--- src/core/gpio_defines.vh ---
// register offsets, field positions and reset values of the four-port gpio block
`ifndef GPIO_DEFINES_VH
`define GPIO_DEFINES_VH
`define IO_SPACE_LAST      6'h3F
`define DATA_SPACE_OFFSET  7'h20
`define OFS_PORT_D_IN      6'h10
`define OFS_PORT_D_DIR     6'h11
`define OFS_PORT_D_OUT     6'h12
`define OFS_PORT_C_IN      6'h13
`define OFS_PORT_C_DIR     6'h14
`define OFS_PORT_C_OUT     6'h15
`define OFS_PORT_B_IN      6'h16
`define OFS_PORT_B_DIR     6'h17
`define OFS_PORT_B_OUT     6'h18
`define OFS_PORT_A_IN      6'h19
`define OFS_PORT_A_DIR     6'h1A
`define OFS_PORT_A_OUT     6'h1B
`define OFS_SPECIAL_FN     6'h30
`define PUD_BIT            2
`define RST_OUT_LATCH      8'h00
`define RST_DIRECTION      8'h00
`define RST_SPECIAL_FN     8'h00
`define RST_PIN_SAMPLE     8'h00
`endif

--- src/core/gpio_four_port.v ---
// four eight-bit gpio ports with direction, output latch, pin readback and pull-up control
`timescale 1ns/1ps
`default_nettype none
`include "gpio_defines.vh"
module gpio_four_port #(
   parameter WIDTH = 8
) (
   // clock and reset
   input  wire             clk,
   input  wire             rstn,
   // legacy compatibility strap, may move at any time, synchronised before use
   input  wire             legacy_mode,
   // io-space access (in / out instructions)
   input  wire [5:0]       io_addr,
   input  wire             io_rd,
   input  wire             io_wr,
   // data-space access (mem_load_op / mem_write_op)
   input  wire [6:0]       mem_addr,
   input  wire             mem_load_op,
   input  wire             mem_write_op,
   // shared write data and read data
   input  wire [WIDTH-1:0] wdata,
   output reg  [WIDTH-1:0] rdata_r,
   output reg              rvalid_r,
   // pins, port a in bits 7:0 up to port d in bits 31:24
   input  wire [4*WIDTH-1:0] pin_in,
   output reg  [4*WIDTH-1:0] pin_out_r,
   output reg  [4*WIDTH-1:0] pin_oe_n_r,
   output reg  [4*WIDTH-1:0] pin_pullup_r
);
   // port indices inside the packed vectors; port a sits in the lowest
   // byte of every pad vector and port d in the highest, while the io
   // offsets run the other way, from port a at the top down to port d
   localparam [1:0] PA = 2'd0;
   localparam [1:0] PB = 2'd1;
   localparam [1:0] PC = 2'd2;
   localparam [1:0] PD = 2'd3;

   // register state: per-port latch and direction, the one stored
   // special-function bit, and the synchronised strap and pad levels
   reg  [WIDTH-1:0]   out_latch_r [0:3];   // pin_output_bit per port
   reg  [WIDTH-1:0]   dir_r       [0:3];   // pin_direction_bit per port
   reg  [WIDTH-1:0]   sfn_r;               // special function register, only pud held
   wire [4*WIDTH-1:0] pin_sync;            // synchronised pin_input_bit levels
   reg                legacy_meta_r;       // first strap stage, read only by the second
   reg                legacy_sync_r;       // strap level safe to use on clk

   // decoded access: one offset, one read and one write strobe;
   // both address spaces end up here, so every register compares one
   // six-bit offset only
   reg  [5:0]         acc_ofs;
   reg                acc_rd;
   reg                acc_wr;
   reg  [6:0]         mem_rel;

   // merge both address spaces onto the io offset
   // - io strobes win when both spaces strobe in the same cycle
   // - data space only answers inside its 64-byte window above 0x20;
   //   the io offset is simply the address minus that base
   // - outside the window no strobe is raised, so no read answer comes back
   // - io offsets with no register behind them read as zero and
   //   swallow writes, see the read mux default
   always @* begin
      mem_rel = mem_addr - `DATA_SPACE_OFFSET;
      // defaults: no access this cycle
      acc_ofs = 6'h00;
      acc_rd  = 1'b0;
      acc_wr  = 1'b0;
      if (io_rd || io_wr) begin
         // io space covers every six-bit offset
         acc_ofs = io_addr;
         acc_rd  = io_rd;
         acc_wr  = io_wr;
      end else if ((mem_load_op || mem_write_op) && mem_addr >= `DATA_SPACE_OFFSET
                   && mem_rel <= {1'b0, `IO_SPACE_LAST}) begin
         // window base removed; the io offset is the low six bits
         acc_ofs = mem_rel[5:0];
         acc_rd  = mem_load_op;
         acc_wr  = mem_write_op;
      end
   end

   // synchronise all 32 pin inputs before readback; the pads are not
   // related to clk, so a read returns the level the pads had about two
   // clocks before the read strobe
   gpio_pin_sync #(
      .WIDTH       (4*WIDTH)
   ) u_sync (
      .clk         (clk),
      .rstn        (rstn),
      .pin_raw     (pin_in),
      .pin_level_r (pin_sync)
   );

   // the legacy strap is a pad like any other and may move at any time,
   // so it crosses two stages before the port c override looks at it;
   // port c therefore stays released for the first two edges after
   // reset, and with no clock running it is not driven at all
   // - the override follows the strap level, it is not latched once
   always @(posedge clk or negedge rstn) begin
      if (!rstn) begin
         legacy_meta_r <= 1'b0;
         legacy_sync_r <= 1'b0;
      end else begin
         legacy_meta_r <= legacy_mode;
         legacy_sync_r <= legacy_meta_r;
      end
   end

   // shared special-function register, only the pull-up disable bit is stored;
   // the remaining bits belong to the timer prescalers, which live outside
   // this block, so here they are dropped on write and read back as zero
   // - a read returns the stored bit in its place and zero elsewhere
   always @(posedge clk or negedge rstn) begin
      if (!rstn) begin
         sfn_r <= `RST_SPECIAL_FN;
      end else if (acc_wr && acc_ofs == `OFS_SPECIAL_FN) begin
         sfn_r <= `RST_SPECIAL_FN;
         sfn_r[`PUD_BIT] <= wdata[`PUD_BIT];
      end
   end

   // one copy of the register pair and the pad drivers per port;
   // the copies differ only in their offsets and, for port c, in the
   // legacy override
   genvar p;
   generate
      for (p = 0; p < 4; p = p + 1) begin : g_port
         // io offsets of this port: pin level, direction, output latch;
         // each port takes three consecutive offsets, and the ports step
         // down by three from port a to port d
         localparam integer OFS_IN_I = `OFS_PORT_A_IN - 3 * p;
         wire [5:0] ofs_in  = OFS_IN_I[5:0];
         wire [5:0] ofs_dir = ofs_in + 6'd1;
         wire [5:0] ofs_out = ofs_in + 6'd2;

         // latch and direction writes; pin register is read-only, so a
         // write to its offset matches neither compare and is lost
         // - after reset every pin is an input with no pull-up
         always @(posedge clk or negedge rstn) begin
            if (!rstn) begin
               out_latch_r[p] <= `RST_OUT_LATCH;
               dir_r[p]       <= `RST_DIRECTION;
            end else begin
               if (acc_wr && acc_ofs == ofs_out) begin
                  out_latch_r[p] <= wdata;
               end
               if (acc_wr && acc_ofs == ofs_dir) begin
                  dir_r[p] <= wdata;
               end
            end
         end

         // pin drivers; legacy mode forces port c to drive zero
         // - all three pad controls are registered so the pads never see
         //   decode glitches, and they follow a register write one edge later
         // - a pull-up is only offered to an input whose latch bit is one,
         //   and the global disable bit takes it away from every port
         // - outside legacy mode port c behaves like the other three ports
         always @(posedge clk or negedge rstn) begin
            if (!rstn) begin
               pin_out_r[p*WIDTH +: WIDTH]    <= {WIDTH{1'b0}};
               // reset values are constants, the strap is not known yet,
               // so every port, port c included, starts released
               pin_oe_n_r[p*WIDTH +: WIDTH]   <= {WIDTH{1'b1}};
               pin_pullup_r[p*WIDTH +: WIDTH] <= {WIDTH{1'b0}};
            end else if (p == PC && legacy_sync_r) begin
               pin_out_r[p*WIDTH +: WIDTH]    <= {WIDTH{1'b0}};
               pin_oe_n_r[p*WIDTH +: WIDTH]   <= {WIDTH{1'b0}};
               pin_pullup_r[p*WIDTH +: WIDTH] <= {WIDTH{1'b0}};
            end else begin
               pin_out_r[p*WIDTH +: WIDTH]    <= out_latch_r[p] & dir_r[p];
               pin_oe_n_r[p*WIDTH +: WIDTH]   <= ~dir_r[p];
               pin_pullup_r[p*WIDTH +: WIDTH] <= out_latch_r[p] & ~dir_r[p]
                                                 & {WIDTH{~sfn_r[`PUD_BIT]}};
            end
         end
      end
   endgenerate

   // read mux: registered data, one cycle after the strobe
   // - rdata_r keeps the last value read until the next read strobe
   // - rvalid_r is high for exactly one cycle per accepted read
   // - pin levels come from the synchroniser, never straight from pads
   // - an unmapped offset still answers, with zero
   always @(posedge clk or negedge rstn) begin
      if (!rstn) begin
         rdata_r  <= {WIDTH{1'b0}};
         rvalid_r <= 1'b0;
      end else begin
         rvalid_r <= acc_rd;
         if (acc_rd) begin
            case (acc_ofs)
               `OFS_PORT_A_OUT: rdata_r <= out_latch_r[PA];
               `OFS_PORT_A_DIR: rdata_r <= dir_r[PA];
               `OFS_PORT_A_IN:  rdata_r <= pin_sync[PA*WIDTH +: WIDTH];
               `OFS_PORT_B_OUT: rdata_r <= out_latch_r[PB];
               `OFS_PORT_B_DIR: rdata_r <= dir_r[PB];
               `OFS_PORT_B_IN:  rdata_r <= pin_sync[PB*WIDTH +: WIDTH];
               `OFS_PORT_C_OUT: rdata_r <= out_latch_r[PC];
               `OFS_PORT_C_DIR: rdata_r <= dir_r[PC];
               `OFS_PORT_C_IN:  rdata_r <= pin_sync[PC*WIDTH +: WIDTH];
               `OFS_PORT_D_OUT: rdata_r <= out_latch_r[PD];
               `OFS_PORT_D_DIR: rdata_r <= dir_r[PD];
               `OFS_PORT_D_IN:  rdata_r <= pin_sync[PD*WIDTH +: WIDTH];
               `OFS_SPECIAL_FN: rdata_r <= sfn_r;
               default:         rdata_r <= {WIDTH{1'b0}};
            endcase
         end
      end
   end
endmodule // gpio_four_port
`default_nettype wire

--- src/core/gpio_pin_sync.v ---
// two-flop synchroniser for the pin levels, instanced once for all 32 pins
`timescale 1ns/1ps
`default_nettype none
module gpio_pin_sync #(
   parameter WIDTH = 8
) (
   // clock and reset
   input  wire             clk,
   input  wire             rstn,
   // raw pins in, synchronised levels out
   input  wire [WIDTH-1:0] pin_raw,
   output reg  [WIDTH-1:0] pin_level_r
);
   reg [WIDTH-1:0] meta_r;   // first stage, read only by second stage

   // two stages so the readback never sees a metastable level
   always @(posedge clk or negedge rstn) begin
      if (!rstn) begin
         meta_r      <= {WIDTH{1'b0}};
         pin_level_r <= {WIDTH{1'b0}};
      end else begin
         meta_r      <= pin_raw;
         pin_level_r <= meta_r;
      end
   end
endmodule // gpio_pin_sync
`default_nettype wire
--- config.mk ---
export PLATFORM = sky130hd
export DESIGN_NAME = gpio_four_port
export DESIGN_NICKNAME = d
export VERILOG_FILES = /design/src/core/gpio_four_port.v /design/src/core/gpio_pin_sync.v
export VERILOG_INCLUDE_DIRS = /design/src /design/src/core
export SDC_FILE = /design/constraint.sdc
export NUM_CORES = 1
export LEC_CHECK = 0
export BUFFER_PORTS_ARGS = -buffer_cell sky130_fd_sc_hd__buf_2
export CORE_ASPECT_RATIO = 1.75
export CORE_UTILIZATION = 50
export CTS_BUF_LIST = sky130_fd_sc_hd__clkbuf_16
export CTS_CLUSTER_DIAMETER = 80
export DETAILED_ROUTE_END_ITERATION = 12
export PLACE_DENSITY = 0.76
export SETUP_SLACK_MARGIN = 0.2
export SYNTH_ARGS = -nofsm -noshare
export SYNTH_HDL_FRONTEND = slang
export SYNTH_HIERARCHICAL = 1
export SYNTH_SLANG_ARGS = --single-unit
--- constraint.sdc ---
create_clock -name clk -period 3.32 [get_ports clk]
set_input_delay 0.166 -clock clk [delete_from_list [all_inputs] [get_ports clk]]
set_output_delay 0.166 -clock clk [all_outputs]
set_load 0.01 [all_outputs]
# Word-level counts from Yosys, hierarchy flattened
# Cells that the tools add are included.
op_classes:
  add_sub_neg: 1
  magnitude_cmp: 2
  eq_ne: 13
  mux: 10
  bitwise_logic: 17
  reduce_logical: 13
op_table:
  columns: ["operator", "n"]
  rows:
  - ["8-bit one-hot mux with 13 select lines", 1]
  - ["8-bit bitwise AND", 12]
  - ["6-bit by 5-bit == test with 1-bit output, second input constant", 12]
  - ["8-bit NOT", 4]
  - ["8-bit two-way mux", 3]
  - ["6-bit two-way mux", 2]
  - ["1-bit logical AND", 11]
  - ["7-bit by 6-bit >= comparator with 1-bit output, second input constant", 1]
  - ["7-bit by 6-bit <= comparator with 1-bit output, second input constant", 1]
  - ["7-bit by 6-bit subtractor with 7-bit output, second input constant", 1]
  - ["6-bit == test, second input constant", 1]
  - ["1-bit two-way mux", 4]
  - ["1-bit logical OR", 2]
  - ["1-bit NOT", 1]
word_totals:
  reg_bits: 236
  in_bits: 60
  elab_cells: 83

# Depth between registers and ports, before layout
logic_depth:
  depth_word: 7
  ltp_mapped: 11
  depth_no_buf: 9

# Hierarchy
# The synthesis kept the hierarchy.
modules_own_cells:
  columns: ["module", "instances", "cells_each", "area_each_um2", "seq_area_each_um2"]
  rows:
  - ["gpio_four_port", 1, 533, 6979.2, 4344.2]
  - ["gpio_pin_sync", 1, 64, 1601.5, 1601.5]

# Least setup slack after synthesis
# OpenSTA, ideal clock, no wires.
synth_path:
  path_type: "input-to-reg"
  start: "in mem_addr[5]"
  end: "reg rdata_r[2]"
  setup_ns: 0.140
  t_arrival_ns: 2.187
  required_time_ns: 3.180
  setup_slack_ns: 0.993
  cell_stages: 9
  path_buffers: 0
  cell_sequence: "inv_1 > ha_1 > o21ai_1 > nor2_1 > a32oi_1 > inv_1 > o31ai_4 > a31o_2 > o211ai_1"
synth_via:
  elab_chain_len: 7
synth_lines:
  columns: ["element", "line", "source"]
  rows:
  - ["start: declaration", "gpio_four_port.v:18", "input wire [6:0] mem_addr,"]
  - ["7-bit by 6-bit subtractor with 7-bit output (no source line) / 7-bit by 6-bit >= comparator with 1-bit output (equally long branches)", null, null]
  - ["7-bit by 6-bit <= comparator with 1-bit output / 1-bit logical AND (equally long branches)", null, null]
  - ["1-bit logical AND", "gpio_four_port.v:74", "end else if ((mem_load_op || mem_write_op) && mem_addr >= `DATA_SPACE_OFFSET"]
  - ["6-bit two-way mux", "gpio_four_port.v:74", null]
  - ["6-bit two-way mux", "gpio_four_port.v:69", "if (io_rd || io_wr) begin"]
  - ["6-bit == test / 6-bit by 5-bit == test with 1-bit output (equally long branches)", "gpio_four_port.v:193", "case (acc_ofs)"]
  - ["8-bit one-hot mux with 13 select lines", "gpio_four_port.v:193", null]
  - ["end signal: assignment", "gpio_four_port.v:194", "`OFS_PORT_A_OUT: rdata_r <= out_latch_r[PA];"]
  - ["end signal: assignment", "gpio_four_port.v:195", "`OFS_PORT_A_DIR: rdata_r <= dir_r[PA];"]
  - ["end signal: assignment", "gpio_four_port.v:196", "`OFS_PORT_A_IN: rdata_r <= pin_sync[PA*WIDTH +: WIDTH];"]
  - ["end: declaration", "gpio_four_port.v:23", "output reg [WIDTH-1:0] rdata_r,"]
# Several ways; a longest one is shown, not always the timed one.
# A chain may end at the register's enable or synchronous reset.

# Final worst setup path
layout_path:
  start: "in mem_addr[5]"
  end: "reg out_latch_r[16] in the netlist's numbering"
layout_via:
  elab_chain_len: 7
layout_lines:
  columns: ["element", "line", "source"]
  rows:
  - ["7-bit by 6-bit subtractor with 7-bit output (no source line) / 7-bit by 6-bit >= comparator with 1-bit output (equally long branches)", null, null]
  - ["7-bit by 6-bit <= comparator with 1-bit output / 1-bit logical AND (equally long branches)", null, null]
  - ["1-bit logical AND", "gpio_four_port.v:74", null]
  - ["6-bit two-way mux", "gpio_four_port.v:74", null]
  - ["6-bit two-way mux", "gpio_four_port.v:69", null]
  - ["6-bit by 5-bit == test with 1-bit output", "gpio_four_port.v:145", "if (acc_wr && acc_ofs == ofs_out) begin"]
  - ["1-bit logical AND (*)", "gpio_four_port.v:145", null]
  - ["end signal: indexed assignment", "gpio_four_port.v:142", "out_latch_r[p] <= `RST_OUT_LATCH;"]
  - ["end signal: indexed assignment", "gpio_four_port.v:146", "out_latch_r[p] <= wdata;"]
  - ["end: declaration", "gpio_four_port.v:41", "reg [WIDTH-1:0] out_latch_r [0:3];"]
# Mark *: on every way between the ends. The rest lies on a longest branch, timed or not.

==> out/qor.log <==
[run_status] outcome complete, no violations
[setup_path] kind of end point of the critical path flip-flop
[job] max-cap violations 0
[logic_synthesis] synthesized netlist cell count 597
[clocking] Clock Tree Buf Depth 3
[drt] DR vias/cell 5.535
[die] effective utilization at floorplan 50.87%
[timing] maximum achievable frequency 375.5 MHz
[power_and_ir_drop] cell area power density 596.9 nW/µm²
[logic_synthesis] Yosys Warn Count 6
[grt] global-route usage over all layers 24.54%
[placed_design] total half-perimeter wirelength after legalization and detailed placement 14050 µm
[logic_synthesis] Synth Area in XOR/XNOR 0%
[clocking] total clock sinks 236
[final_layout] share of final-layout standard cells stronger than drive strength 1 38.60%
[logic_synthesis] Mapped Nets 659
[worst_hold_path] worst min-delay path class input pin to flip-flop
[clocking] post-cts sizing count 0
[logic_synthesis] synthesized area 8581 µm²
[timing] count of pins over their slew limit 0
[setup_path] path length in cells of the critical path 8
[clocking] htree depth 1
[drt] number of design-rule violations left by the first detailed-router iteration 456
[setup_path] Worst Path Required 3.69 ns
[timing] RSZ-0062 raised after global routing false
[setup_path] type of the worst setup path input pin to flip-flop
[setup_path] stage delay of the slowest cell on the critical path 0.72 ns
[power_and_ir_drop] Psw 1.630 mW
[drt] Residual DRC 0
[logic_synthesis] synth unique cells 62
[setup_path] Top delay family on crit path compound AO/OA/AOI/OAI gates
[setup_path] worst-path cell with the longest stage delay o31a_1
[die] overall die width 101.0 µm
[timing] Hold Vio Cnt, Final 0
[setup_path] series of cell instances along the critical path buf_2, inv_1, ha_1, o21ai_1, or3_4, o31a_1, nand2_1, mux2_2
[clocking] CTS tree built
[final_layout] final cell utilization of the core 63.56%
[final_layout] count of inserted antenna diode cells 0
[worst_hold_path] hold_sp wdata[1]
[grt] pin count of the biggest net entering global routing 127
[worst_hold_path] worst min-delay path endpoint out_latch_r[1]
[logic_synthesis] post-synthesis area per instance 14.37 µm²
[logic_synthesis] post-synthesis register bit count 236
[drt] Routed Wire Length 20800 µm
[timing] Slew Limit Headroom 25.12%
[placed_design] number of port buffers 164
[clocking] clock insertion delay at the later pin of the skew report 0.49 ns
[logic_synthesis] cell type with the highest aggregate area in the netlist dfrtp_1
[timing] Worst Max-Slew Pin Slew 1.109 ns
[logic_synthesis] Async SR Flop Fraction 100.0%
[clocking] Post-CTS Setup Repair Bufs 0
[logic_synthesis] number of synthesized flops with an enable pin 0
[setup_path] count of buffering cells on the critical path with inverters included 2
[setup_path] number of cells traversed by the worst register-to-register path 5
[grt] number of antenna violations at the first check in global routing 0
[logic_synthesis] share of the synthesized area in compound gates (AO/OA/AOI/OAI) 9.055%
[die] I/O pin count 165
[timing] Clock Skew 0.009004 ns
[logic_synthesis] area fraction in and, or, nand and nor cells after synthesis 10.10%
[clocking] Num CTS Buffers 21
[worst_hold_path] Hold Path Cell Cnt 2
[setup_path] RR Startpoint out_latch_r[8]
[grt] first-pass GRT wire length 32560 µm
[power_and_ir_drop] VDD IR-drop max 0.0004147 V
[logic_synthesis] Post-synth top flop dfrtp_1
[logic_synthesis] Synth top area share 59.49%
[setup_path] Max Fanout on Critical Path 18
[die] Die ar. 17710 µm²
[timing] final cycle utilization of the critical path 80.20%
[drt] Initial DRT Pass Iterations 5
[power_and_ir_drop] Clk pwr share 35.3%
[final_layout] Area Overhead vs Synth 24.95%
[setup_path] Critical R2R Capture rdata_r[0]
[power_and_ir_drop] static leakage power 5.166 nW
[drt] remaining antenna violation count 0
[setup_path] Critical Path AT 3.03 ns
[setup_path] category of the worst setup path launch point input pin
[drt] average wire per cell in the routed design 19.70 µm
[final_layout] # fillers 1280
[placed_design] Placer Congestion 0.9082
[grt] total grt overflow 0
[final_layout] Net count, final 877
[power_and_ir_drop] combinational power share 11.5%
[die] Core Footprint 16870 µm²
[power_and_ir_drop] switching part of the total power 25.47%
[clocking] buffer type at the clock tree root clkbuf_16
[drt] total number of vias 5845
[timing] post-layout minimum cycle time 2.663 ns
[logic_synthesis] adder and majority gate portion of the synthesized area 0.2916%
[power_and_ir_drop] fraction of power consumed by sequential logic 53.2%
[die] DIE HEIGHT 175.3 µm
[timing] final-report setup violation count 0
[grt] vias in the first global route 6133
[logic_synthesis] top post-synthesis cells by area dfrtp_1 (59%), dfstp_2 (9.8%), mux2_2 (8.0%), nor3b_1 (2.8%), and2_1 (1.9%)
[logic_synthesis] sequential element share of the synthesized area 69.29%
[logic_synthesis] main combinational cell family by area after synthesis simple AND/OR/NAND/NOR gates
[logic_synthesis] cell with the most instances after synthesis dfrtp_1
[clocking] clock slew at the register clock pins of the worst setup and hold paths 0.07 ns
[die] number of rows in the core area 63
[power_and_ir_drop] internal power contribution 4.770 mW
[logic_synthesis] share of cell area taken by muxes after synthesis 8.647%
[logic_synthesis] top cell types by occurrence after synthesis dfrtp_1 (204), mux2_2 (61), inv_1 (33)
[timing] aggregate negative setup slack 0 ns
[setup_path] setup slack, reg-to-reg 1.72 ns
flip-flops by register name (all words and copies together), names as in the netlist:
register and cells:
rdata_r 8, pin_pullup_r 32, dir_r 32, rvalid_r 1
pin_out_r 32, out_latch_r 32, sfn_r 1, u_sync/meta_r 32
pin_oe_n_r 32, u_sync/pin_level_r 32, legacy_meta_r 1, legacy_sync_r 1
metrics by stage:
stage                     hold WS (ns)  area, µm²  total power, mW  std cells  worst slack (ns)
after CTS                      0.01347      10720            6.437       1056            0.7489
after global routing           0.02470      10720            6.653       1056            0.5795
final                          0.02763      10720            6.400       1056            0.6572
after global placement          0.2741       9733            4.117        984            0.3771
after floorplan                -0.1296       8581            3.763        597            0.9932
after detailed placement        0.2753       9733            4.151        984            0.2643
cell type report:
type | instances | area [µm²] | area share, %
Multi-Input combinational cell | 309 | 2411 | 22.49
Clock buffer | 21 | 525.5 | 4.901
Timing Repair Buffer | 214 | 1319 | 12.30
Sequential cell | 236 | 5946 | 55.46
Inverter | 33 | 123.9 | 1.155
Tap cell | 227 | 284.0 | 2.649
Clock inverter | 16 | 112.6 | 1.050
power by group through the flow:
stage          combinational [mW]  clock [mW]  sequential (mW)
5_1_grt                     0.803        2.41             3.44
3_3_place_gp                0.675           0             3.44
2_1_floorplan               0.324           0             3.44
3_5_place_dp                0.696           0             3.45
6_report                    0.733        2.26             3.41
4_1_cts                     0.737        2.30             3.40
cells by family after synthesis:
logic type | Yosys count
DFF | 236
and+or+nand+nor | 148
AOI/OAI and AO/OA | 93
muxes | 66
buffers and inverters | 52
adders and majority gates | 2
layer usage:
metal	share of wire, %	GRT usage (%)	wire, µm
met5	0	0	0
met3	5.5	3.144	1134
met2	54	43.15	11130
met4	5.5	14.01	1153
met1	35	28.51	7380
worst max path at each step:
stage	startpoint	endpoint	slack [ns]
after floorplan	mem_addr[5]	rdata_r[2]	0.99
after global placement	mem_addr[5]	out_latch_r[21]	0.38
after detailed placement	mem_addr[5]	out_latch_r[16]	0.26
after CTS	mem_addr[5]	out_latch_r[16]	0.75
after global routing	mem_addr[5]	out_latch_r[22]	0.58
final	mem_addr[5]	out_latch_r[16]	0.66
repair_timing:
action                     4_1_cts  5_1_grt
hold endpoints to repair       147        0
setup endpoints to repair        0        0
hold buffers                    35        0
cell usage in the layout, fill, tap and decap left out, drive strengths merged, types with 3 or more instances in the layout:
cell type    netlist  layout
a211oi             5       5
a21o               4       4
a21oi             11      11
a221oi             3       3
a222oi            16      16
a22o               4       4
a22oi              9       9
a2bb2oi            7       7
a31oi              3       3
and2              26      26
buf                9     179
clkbuf            10      21
clkinv             0      12
dfrtp            204     204
dfstp             32      32
dlygate4sd3        0      35
inv               33      35
mux2              65      65
nand2             30      30
nand2b             5       5
nand3              4       4
nor2              29      29
nor2b              4       4
nor3               3       3
nor3b             33      33
o21a               3       3
o21ai              6       6
o22a               5       5
No activity file was read; power rests on OpenSTA's default activity.
